`src/vts_defines.vh`:
```
// Register map, field layout, reset values and codes of the edge shaper
`ifndef VTS_DEFINES_VH
`define VTS_DEFINES_VH
// Register indices; byte address is four times the index
`define VTS_IDX_SLOW_RESID 10'h04C
`define VTS_IDX_SLOW_TYPE 10'h04D
`define VTS_IDX_SLOW_STYLE 10'h04E
`define VTS_IDX_SLOW_LEN 10'h04F
`define VTS_IDX_FAST_RESID 10'h050
`define VTS_IDX_FAST_TYPE 10'h051
`define VTS_IDX_FAST_STYLE 10'h052
`define VTS_IDX_FAST_LEN 10'h053
`define VTS_IDX_CTRL 10'h060
`define VTS_IDX_STAT 10'h061
// Reset values
`define VTS_RST_RESID 8'hE0
`define VTS_RST_TYPE 8'h11
`define VTS_RST_STYLE 8'h00
`define VTS_RST_LEN 8'h08
`define VTS_RST_CTRL 8'h01
// Field positions
`define VTS_TYPE_FALL 7:4
`define VTS_TYPE_RISE 3:0
`define VTS_STYLE_FALL 6:4
`define VTS_STYLE_RISE 2:0
`define VTS_STYLE_MASK 8'h77
`define VTS_LEN_DOUBLE 7
`define VTS_LEN_COUNT 4:0
`define VTS_LEN_MASK 8'h9F
`define VTS_CTRL_ENABLE 0
`define VTS_CTRL_FAST 1
`define VTS_CTRL_MASK 8'h03
`define VTS_BYTE 7:0
`define VTS_ADDR_IDX 11:2
// Edge shaping codes
`define VTS_CODE_LIN1 4'h1
`define VTS_CODE_LIN2 4'h2
`define VTS_CODE_LIN3 4'h3
`define VTS_CODE_LUT 4'h4
`define VTS_CODE_LUT_CORR 4'h5
`define VTS_CODE_LUT_ADAPT 4'h6
// Amplitude levels
`define VTS_AMP_FULL 8'hFF
`define VTS_AMP_ZERO 8'h00
`endif

```
`src/vts_curve.v`:
```
// Shape function: maps edge progress to a shaped fraction of the swing
`timescale 1ns/1ps
module vts_curve (
	input wire [3:0] shapeCode,
	input wire [2:0] styleSel,
	input wire [7:0] progress,
	input wire [7:0] supplyLevel,
	output reg [7:0] shapedLevel
);
`include "vts_defines.vh"

	reg [7:0] knee; // Corner level of segmented ramps
	reg [7:0] inv; // Remaining progress
	reg [15:0] prod; // Scratch product
	reg [7:0] tableVal; // Table entry before supply scaling
	reg [15:0] scaled; // Table entry times supply

	// Segment arithmetic uses multiplies and bit slices, so no divider is needed here
	always @* begin
		knee = {styleSel, 5'h10};
		inv = 8'hFF - progress;
		prod = 16'h0000;
		tableVal = `VTS_AMP_ZERO;
		scaled = 16'h0000;
		shapedLevel = progress;
		// Four table shapes, chosen by the low two bits of the style
		case (styleSel[1:0])
			2'h0: tableVal = progress;
			2'h1: begin
				prod = progress * progress;
				tableVal = prod[15:8];
			end
			2'h2: begin
				prod = inv * inv;
				tableVal = 8'hFF - prod[15:8];
			end
			default: begin
				if (progress < 8'h80) begin
					prod = progress * progress;
					tableVal = prod[14:7];
				end else begin
					prod = inv * inv;
					tableVal = 8'hFF - prod[14:7];
				end
			end
		endcase
		scaled = tableVal * supplyLevel;
		case (shapeCode)
			`VTS_CODE_LIN1: shapedLevel = progress;
			// Two segments meeting at mid progress, knee set by style
			`VTS_CODE_LIN2: begin
				if (progress < 8'h80) begin
					prod = progress * knee;
					shapedLevel = prod[14:7];
				end else begin
					prod = (progress - 8'h80) * (8'hFF - knee);
					shapedLevel = knee + prod[14:7];
				end
			end
			// Soft start and end, steep middle; style sets softness
			`VTS_CODE_LIN3: begin
				knee = {2'h0, styleSel, 3'h0};
				if (progress < 8'h40) begin
					prod = progress * knee;
					shapedLevel = prod[13:6];
				end else if (progress < 8'hC0) begin
					prod = (progress - 8'h40) * (8'hFF - knee - knee);
					shapedLevel = knee + prod[14:7];
				end else begin
					prod = (progress - 8'hC0) * knee;
					shapedLevel = 8'hFF - knee + prod[13:6];
				end
			end
			`VTS_CODE_LUT: shapedLevel = tableVal;
			`VTS_CODE_LUT_CORR: shapedLevel = scaled[15:8];
			`VTS_CODE_LUT_ADAPT: shapedLevel = scaled[15:8];
			// Reserved codes fall back to a plain linear ramp
			default: shapedLevel = progress;
		endcase
	end
endmodule

```
`src/vts_shaper.v`:
```
// Transmit carrier edge shaper for vicinity reader mode with APB registers
//
// The APB interface to the registers is this design's own decision.
`timescale 1ns/1ps
module vts_shaper (
	input wire clock,
	input wire reset_n,
	input wire psel,
	input wire penable,
	input wire pwrite,
	input wire [11:0] paddr,
	input wire [31:0] pwdata,
	input wire [3:0] pstrb,
	output reg [31:0] prdata,
	output reg pready,
	output reg pslverr,
	input wire modRequest,
	input wire carrierTick,
	input wire [7:0] amplifierSupplyVoltage,
	output reg [7:0] carrierAmplitude,
	output reg edgeBusy
);
`include "vts_defines.vh"

	// One-hot shaper states
	localparam [3:0] ST_UNMOD = 4'b0001; // Full carrier
	localparam [3:0] ST_FALL = 4'b0010; // Falling edge in progress
	localparam [3:0] ST_LOW = 4'b0100; // Held at residual level
	localparam [3:0] ST_RISE = 4'b1000; // Rising edge in progress

	// Configuration registers, one group per data rate
	reg [7:0] slowResidualLevel_q;
	reg [7:0] slowEdgeType_q;
	reg [7:0] slowEdgeStyle_q;
	reg [7:0] slowEdgeLength_q;
	reg [7:0] fastResidualLevel_q;
	reg [7:0] fastEdgeType_q;
	reg [7:0] fastEdgeStyle_q;
	reg [7:0] fastEdgeLength_q;
	reg [7:0] control_q; // Enable and rate select

	// Synchronisers for pins from outside the clock domain
	reg modSync1_q;
	reg modSync2_q;
	reg tickSync1_q;
	reg tickSync2_q;
	reg tickSync3_q; // Edge detector history, fed from second stage only
	reg [7:0] supplySync1_q;
	reg [7:0] supplySync2_q;

	// Shaper state
	reg [3:0] state_q;
	reg [3:0] state_d;
	reg [5:0] step_q; // Current transition state, counted from one
	reg [5:0] step_d;
	reg half_q; // Second carrier cycle of a doubled state
	reg half_d;
	reg group_q; // Rate group latched at the falling edge
	reg group_d;
	reg [7:0] supply_q; // Supply code latched at the falling edge
	reg [7:0] supply_d;
	reg [7:0] amp_d;

	// Decoded access and active configuration
	wire [9:0] regIdx = paddr[`VTS_ADDR_IDX];
	wire setupPhase = psel & ~penable;
	wire writeNow = psel & penable & pready & pwrite & ~pslverr & pstrb[0];
	wire [7:0] wByte = pwdata[`VTS_BYTE];
	wire tickPulse = tickSync2_q & ~tickSync3_q;
	wire enable = control_q[`VTS_CTRL_ENABLE];
	wire [7:0] residual = group_q ? fastResidualLevel_q : slowResidualLevel_q;
	wire [7:0] edgeType = group_q ? fastEdgeType_q : slowEdgeType_q;
	wire [7:0] edgeStyle = group_q ? fastEdgeStyle_q : slowEdgeStyle_q;
	wire [7:0] edgeLength = group_q ? fastEdgeLength_q : slowEdgeLength_q;
	wire falling = (state_q == ST_FALL);
	wire [3:0] shapeCode = falling ? edgeType[`VTS_TYPE_FALL] : edgeType[`VTS_TYPE_RISE];
	wire [2:0] styleSel = falling ? edgeStyle[`VTS_STYLE_FALL] : edgeStyle[`VTS_STYLE_RISE];
	wire [5:0] stateCount = {1'b0, edgeLength[`VTS_LEN_COUNT]};
	wire doubleLen = edgeLength[`VTS_LEN_DOUBLE];
	wire withCorr = (shapeCode == `VTS_CODE_LUT_CORR);
	// Correction adds one extra state that lands exactly on the target
	wire [5:0] lastStep = withCorr ? stateCount + 6'h01 : stateCount;
	wire inCorr = (step_q > stateCount);
	wire [5:0] stepEff = inCorr ? stateCount : step_q;
	wire [13:0] progNum = {stepEff, 8'h00} - {8'h00, stepEff};
	wire [13:0] progDiv = progNum / {8'h00, stateCount};
	wire [7:0] progress = (stateCount == 6'h00) ? `VTS_AMP_FULL : progDiv[7:0];
	wire [7:0] shapedLevel;
	wire [7:0] swing = `VTS_AMP_FULL - residual;
	wire [16:0] deltaProd = swing * ({1'b0, shapedLevel} + 9'h001);
	wire [7:0] delta = deltaProd[15:8];

	// Shape function for the active edge
	vts_curve curve (
		.shapeCode(shapeCode),
		.styleSel(styleSel),
		.progress(progress),
		.supplyLevel(supply_q),
		.shapedLevel(shapedLevel)
	);

	// Two-flop synchronisers; supply is slow, so per-bit sync is safe enough
	always @(posedge clock or negedge reset_n) begin
		if (!reset_n) begin
			modSync1_q <= 1'b0;
			modSync2_q <= 1'b0;
			tickSync1_q <= 1'b0;
			tickSync2_q <= 1'b0;
			tickSync3_q <= 1'b0;
			supplySync1_q <= `VTS_AMP_FULL;
			supplySync2_q <= `VTS_AMP_FULL;
		end else begin
			modSync1_q <= modRequest;
			modSync2_q <= modSync1_q;
			tickSync1_q <= carrierTick;
			tickSync2_q <= tickSync1_q;
			tickSync3_q <= tickSync2_q;
			supplySync1_q <= amplifierSupplyVoltage;
			supplySync2_q <= supplySync1_q;
		end
	end

	// APB slave: one wait-free access phase, answer registered in setup
	always @(posedge clock or negedge reset_n) begin
		if (!reset_n) begin
			pready <= 1'b0;
			pslverr <= 1'b0;
			prdata <= 32'h00000000;
		end else if (setupPhase) begin
			pready <= 1'b1;
			pslverr <= 1'b0;
			prdata <= 32'h00000000;
			// Read mux; reserved bits already held at zero
			case (regIdx)
				`VTS_IDX_SLOW_RESID: prdata[`VTS_BYTE] <= slowResidualLevel_q;
				`VTS_IDX_SLOW_TYPE: prdata[`VTS_BYTE] <= slowEdgeType_q;
				`VTS_IDX_SLOW_STYLE: prdata[`VTS_BYTE] <= slowEdgeStyle_q;
				`VTS_IDX_SLOW_LEN: prdata[`VTS_BYTE] <= slowEdgeLength_q;
				`VTS_IDX_FAST_RESID: prdata[`VTS_BYTE] <= fastResidualLevel_q;
				`VTS_IDX_FAST_TYPE: prdata[`VTS_BYTE] <= fastEdgeType_q;
				`VTS_IDX_FAST_STYLE: prdata[`VTS_BYTE] <= fastEdgeStyle_q;
				`VTS_IDX_FAST_LEN: prdata[`VTS_BYTE] <= fastEdgeLength_q;
				`VTS_IDX_CTRL: prdata[`VTS_BYTE] <= control_q;
				// Live status: amplitude, state, latched group, busy
				`VTS_IDX_STAT: prdata[15:0] <= {carrierAmplitude, state_q, 2'h0, group_q, edgeBusy};
				// Unmapped index answers with an error
				default: pslverr <= 1'b1;
			endcase
		end else begin
			pready <= 1'b0;
			pslverr <= 1'b0;
		end
	end

	// Register writes take effect at the completing access edge
	always @(posedge clock or negedge reset_n) begin
		if (!reset_n) begin
			slowResidualLevel_q <= `VTS_RST_RESID;
			slowEdgeType_q <= `VTS_RST_TYPE;
			slowEdgeStyle_q <= `VTS_RST_STYLE;
			slowEdgeLength_q <= `VTS_RST_LEN;
			fastResidualLevel_q <= `VTS_RST_RESID;
			fastEdgeType_q <= `VTS_RST_TYPE;
			fastEdgeStyle_q <= `VTS_RST_STYLE;
			fastEdgeLength_q <= `VTS_RST_LEN;
			control_q <= `VTS_RST_CTRL;
		end else if (writeNow) begin
			// Reserved bits are dropped on write, so they read back as zero
			case (regIdx)
				`VTS_IDX_SLOW_RESID: slowResidualLevel_q <= wByte;
				`VTS_IDX_SLOW_TYPE: slowEdgeType_q <= wByte;
				`VTS_IDX_SLOW_STYLE: slowEdgeStyle_q <= wByte & `VTS_STYLE_MASK;
				`VTS_IDX_SLOW_LEN: slowEdgeLength_q <= wByte & `VTS_LEN_MASK;
				`VTS_IDX_FAST_RESID: fastResidualLevel_q <= wByte;
				`VTS_IDX_FAST_TYPE: fastEdgeType_q <= wByte;
				`VTS_IDX_FAST_STYLE: fastEdgeStyle_q <= wByte & `VTS_STYLE_MASK;
				`VTS_IDX_FAST_LEN: fastEdgeLength_q <= wByte & `VTS_LEN_MASK;
				`VTS_IDX_CTRL: control_q <= wByte & `VTS_CTRL_MASK;
				// Status and unmapped indices ignore writes
				default: control_q <= control_q;
			endcase
		end
	end

	// Next-state and amplitude logic of the edge sequencer
	always @* begin
		state_d = state_q;
		step_d = step_q;
		half_d = half_q;
		group_d = group_q;
		supply_d = supply_q;
		amp_d = `VTS_AMP_FULL;
		case (state_q)
			// Full carrier until a pause is requested
			ST_UNMOD: begin
				if (enable && modSync2_q) begin
					// Group and supply frozen for the whole pause
					group_d = control_q[`VTS_CTRL_FAST];
					supply_d = supplySync2_q;
					step_d = 6'h01;
					half_d = 1'b0;
					state_d = ST_FALL;
				end
			end
			// Falling edge: full level down toward residual
			ST_FALL: begin
				amp_d = inCorr ? residual : `VTS_AMP_FULL - delta;
				if (stateCount == 6'h00) begin
					state_d = ST_LOW;
				end else if (tickPulse) begin
					if (doubleLen && !half_q) begin
						half_d = 1'b1;
					end else begin
						half_d = 1'b0;
						if (step_q >= lastStep) begin
							state_d = ST_LOW;
						end else begin
							step_d = step_q + 6'h01;
						end
					end
				end
			end
			// Residual level held while the pause lasts
			ST_LOW: begin
				amp_d = residual;
				if (!modSync2_q) begin
					step_d = 6'h01;
					half_d = 1'b0;
					state_d = ST_RISE;
				end
			end
			// Rising edge; a new request waits until it completes
			ST_RISE: begin
				amp_d = inCorr ? `VTS_AMP_FULL : residual + delta;
				if (stateCount == 6'h00) begin
					state_d = ST_UNMOD;
				end else if (tickPulse) begin
					if (doubleLen && !half_q) begin
						half_d = 1'b1;
					end else begin
						half_d = 1'b0;
						if (step_q >= lastStep) begin
							state_d = ST_UNMOD;
						end else begin
							step_d = step_q + 6'h01;
						end
					end
				end
			end
			default: state_d = ST_UNMOD;
		endcase
		// Disabling drops straight back to full carrier
		if (!enable) begin
			state_d = ST_UNMOD;
			amp_d = `VTS_AMP_FULL;
		end
	end

	// Sequencer registers and registered outputs
	always @(posedge clock or negedge reset_n) begin
		if (!reset_n) begin
			state_q <= ST_UNMOD;
			step_q <= 6'h01;
			half_q <= 1'b0;
			group_q <= 1'b0;
			supply_q <= `VTS_AMP_FULL;
			carrierAmplitude <= `VTS_AMP_FULL;
			edgeBusy <= 1'b0;
		end else begin
			state_q <= state_d;
			step_q <= step_d;
			half_q <= half_d;
			group_q <= group_d;
			supply_q <= supply_d;
			carrierAmplitude <= amp_d;
			edgeBusy <= (state_d == ST_FALL) | (state_d == ST_RISE);
		end
	end
endmodule

```
`config.mk`:
```
export PLATFORM = sky130hd
export DESIGN_NAME = vts_shaper
export DESIGN_NICKNAME = d
export VERILOG_FILES = /design/src/vts_curve.v /design/src/vts_shaper.v
export VERILOG_INCLUDE_DIRS = /design/src
export SDC_FILE = /design/constraint.sdc
export NUM_CORES = 1
export LEC_CHECK = 0
export BUFFER_PORTS_ARGS = -buffer_cell sky130_fd_sc_hd__buf_2
export CAP_MARGIN = 5
export CELL_PAD_IN_SITES_DETAIL_PLACEMENT = 1
export CELL_PAD_IN_SITES_GLOBAL_PLACEMENT = 1
export CORE_UTILIZATION = 50
export CTS_CLUSTER_SIZE = 25
export DETAILED_ROUTE_END_ITERATION = 6
export GPL_ROUTABILITY_DRIVEN = 0
export PLACE_DENSITY = 0.95
export SETUP_SLACK_MARGIN = 0.2
export SLEW_MARGIN = 20
export SYNTH_ARGS = -nofsm -noshare
export SYNTH_HDL_FRONTEND = slang
export SYNTH_HIERARCHICAL = 1
export SYNTH_SLANG_ARGS = --single-unit
```
`constraint.sdc`:
```
create_clock -name clock -period 115.8 [get_ports clock]
set_input_delay 11.58 -clock clock [delete_from_list [all_inputs] [get_ports clock]]
set_output_delay 11.58 -clock clock [all_outputs]
set_load 0.01 [all_outputs]
```
==> summary.md <==
| Metric | Value |
|---|---|
| CP startpoint kind | `flip-flop` |
| Clock share of power | `10.9%` |
| Final worst path period need | `51700 ps` |
| Post-CTS sizing | `0` |
| Final Hold Vio Count | `0` |
| Gate power share | `81.0%` |
| Cts bufs inserted | `17` |
| Relative slew slack | `15.1%` |
| DR pass1 iterations | `7` |
| Critical path arrival | `52010 ps` |
| Seq cells post-synth | `126` |
| Req. time, crit path | `116110 ps` |
| Core area | `46700 µm²` |
| Initial antenna violation count | `14` |
| Hold EP | `tickSync2_q` |
| Mean post-synth cell area | `8.82 µm²` |
| P_leak | `12.5 nW` |
| Met3 Usage GRT | `18.2%` |
| Most Crowded Layer GR | `met2` |
| Gate Count Post-Synth | `2688` |
| Pwr dens | `22.3 nW/µm²` |
| Final setup violating endpoints | `0` |
| Status | `finished with violations` |
| GRT met1 Usage | `45.8%` |
| Prevailing post-synth register cell | `dfrtp_1` |
| Worst-path clk slew | `70 ps` |
| Final instance area | `25300 µm²` |
| Slowest CP cell | `a21oi_1` |
| Clock Latency Late Sink | `460 ps` |
| Final Max Tran Viols | `0` |
| Hold path depth | `0` |
| Max Cap Viol | `0` |
| CP most frequent cell | `a21oi_1` |
| Num ports | `106` |
| Clk sinks | `126` |
| Setup_tns | `0 ps` |
| Register share of total power | `8.1%` |
| Hold/Removal Path Class | `reg2reg` |
| Post-Synthesis Cell Area | `23700 µm²` |
| GRT met2 Usage | `69.6%` |
| Via-to-Cell Ratio | `7.14` |
| Reg2reg path depth | `192` |
| Measured slew at the worst slew-check pin | `1270 ps` |
| Max clock buf depth | `2` |
| YS warnings | `6` |
| First-pass GRT wire length | `161000 µm` |
| CTS root buffer | `clkbuf_16` |
| Total GRT Usage | `44.9%` |
| R2r startpoint | `group_q` |
| ANT nets after route | `0` |
| Vias in the first global route | `26800` |
| H-tree levels | `4` |
| Die X | `220 µm` |
| Sequential-to-total area share from yosys stat | `13.5%` |
| Post-synth ARST share | `100%` |
| Final Routed Wirelength | `106000 µm` |
| Postcts setup bufs | `0` |
| Failing checks | `DRC` |
| Initial Util | `50.8%` |
| Hpwl dp | `66100 µm` |
| Post-synthesis cell type count | `113` |
| Crit-path max cell delay | `860 ps` |
| Internal power | `241 µW` |
| Reg2reg setup slack | `64100 ps` |
| Die H | `220 µm` |
| Nets | `3328` |
| Placed cell area | `24600 µm²` |
| Row count | `79` |
| Gr ovfl total | `0` |
| Utilization after layout | `54.2%` |
| Largest net degree at the start of global routing | `79` |
| Worst-path fanout max | `32` |
| Hold buffers post-CTS | `0` |
| RSZ-0062 raised after global routing | `false` |
| Worst vdd ir | `0.0407 mV` |
| Fraction of layout cells with a size suffix above 1 | `13.3%` |
| Fmax achieved | `19.3 MHz` |
| CTS tree | `built` |
| Pre-CTS setup slack | `67840 ps` |
| Crit end category | `flip-flop` |
| Setup Skew | `13.9 ps` |
| Synth-to-layout area growth | `6.69%` |
| R2r endpoint | `carrierAmplitude[7]` |
| Crit share post-route | `44.6%` |
| Routed len/inst | `31.6 µm` |
| Crit Path Class | `reg2reg` |
| PortBufs | `60` |
| Sw frac | `57.3%` |
| Fillcell total | `5472` |
| Post-synth EDFFs | `0` |
| Vias | `23900` |
| DRT iter0 DRCs | `2887` |
| Die area | `48300 µm²` |
| Final worst-path setup slack | `64100 ps` |
| Sw power | `322 µW` |
| Drt drc | `6` |
| Hold Path Origin | `tickSync1_q` |
[layout by cell type (no fill, tap or decap), types with 31 or more instances in the layout]
master,n
dfrtp_1,79
o21a_1,46
nor3_1,63
mux2i_1,34
a21o_1,36
nand3_1,44
buf_2,59
inv_1,360
dfstp_2,47
ha_1,332
fa_1,207
xnor2_1,84
nor2_1,225
a21oi_1,102
xor2_1,44
nand2b_1,31
nand2_1,233
mux2_2,82
and2_1,69
o21ai_0,77
[worst max-delay path, delay by kind of cell, from the launching register on]
| kind | cells | cell delay, ps |
|---|---|---|
| AO/OA/AOI/OAI | 83 | 19690 |
| flip-flops | 1 | 360 |
| XOR/XNOR | 5 | 1330 |
| buffers and inverters | 14 | 3070 |
| AND/OR/NAND/NOR | 53 | 13040 |
| adder cells (fa/ha/maj) | 30 | 11680 |
| multiplexers | 7 | 2190 |
[final cells by class]
| cell class | count | area (µm²) | share of cell area, % |
|---|---|---|---|
| multi-input cells | 2126 | 18800 | 74.3 |
| flip-flops and latches | 126 | 3210 | 12.7 |
| inverters | 366 | 1370 | 5.43 |
| well taps | 607 | 759 | 3.00 |
| repair buffers | 89 | 524 | 2.07 |
| clock buffers | 19 | 453 | 1.79 |
| clock inverters | 13 | 176 | 0.698 |
| diodes | 3 | 7.51 | 0.0297 |
[synthesized netlist by cell type (10+ instances only)]
cell type  instances  area (µm²)
o21ai_0           77         385
nor2b_1           27         169
a31oi_1           16         100
a211oi_1          16         120
o31ai_1           15         113
and3_1            15        93.8
dfrtp_1           79        1980
buf_4             17         128
nand2_1          233         875
fa_1             207        4140
nor3_1            63         315
or2_2             16         100
mux2_2            82         923
nor2_1           225         845
buf_1             15        56.3
xnor2_1           86         753
o211ai_1          25         188
ha_1             332        4150
o21bai_1          14         105
nand3_1           44         220
o21a_1            46         345
and2_1            69         432
inv_1            360        1350
a221oi_1          11        96.3
mux4_2            17         383
a21o_1            36         270
dfstp_2           47        1230
mux2i_1           38         380
a21oi_1          102         510
or3_1             16         100
xor2_1            44         385
nand2b_1          31         194
clkbuf_1          43         161
o2111ai_1         10        87.6
[logic make-up (layout without fill, tap and decap cells)]
logic type               after synthesis  after routing  synth area share [%]
AND/OR/NAND/NOR                      809            809                  16.6
adder cells (fa/ha/maj)              540            540                  35.1
AO/OA/AOI/OAI                        481            481                  14.5
buffers and inverters                452            487                  7.62
multiplexers                         149            149                  7.89
XOR/XNOR                             130            130                  4.80
flip-flops                           126            126                  13.5
other                                  1             20                0.0158
[metal layers]
metal | routed length, µm | share of wire [%]
met1 | 34000 | 32
met2 | 47700 | 45
met3 | 11900 | 11
met4 | 11900 | 11
met5 | 105 | 0.099
[state kept, by name, indices dropped and copies added, names as in the netlist, 2 cells and up]
name and flops:
prdata 16, carrierAmplitude 8, fastEdgeType_q 8, fastResidualLevel_q 8
slowEdgeType_q 8, slowResidualLevel_q 8, supplySync1_q 8, supplySync2_q 8
supply_q 8, fastEdgeLength_q 6, fastEdgeStyle_q 6, slowEdgeLength_q 6
slowEdgeStyle_q 6, step_q 6, state_q 4, control_q 2
[power groups by stage]
stage                     Combinational [mW]  Clock, mW  Sequential [mW]
after floorplan                        0.318          0           0.0459
after global placement                 0.372          0           0.0458
after detailed placement               0.406          0           0.0459
after CTS                              0.432     0.0608           0.0453
after global routing                   0.478     0.0622           0.0454
final                                  0.456     0.0617           0.0454
[metrics by stage]
| stage | cells | power [mW] | hold WS (ps) |
|---|---|---|---|
| after CTS | 3345 | 0.538 | 356 |
| final | 3349 | 0.563 | 354 |
| after floorplan | 2704 | 0.364 | 331 |
| after global placement | 3313 | 0.417 | 334 |
| after detailed placement | 3313 | 0.452 | 348 |
| after global routing | 3346 | 0.585 | 363 |
[worst max path at each step]
stage | from | to | cells past startpoint
after detailed placement | group_q | carrierAmplitude[7] | 190
after global placement | group_q | carrierAmplitude[7] | 188
final | group_q | carrierAmplitude[7] | 192
after global routing | group_q | carrierAmplitude[7] | 192
after floorplan | group_q | carrierAmplitude[7] | 193
after CTS | group_q | carrierAmplitude[7] | 191
No activity file was read; power rests on OpenSTA's default activity.
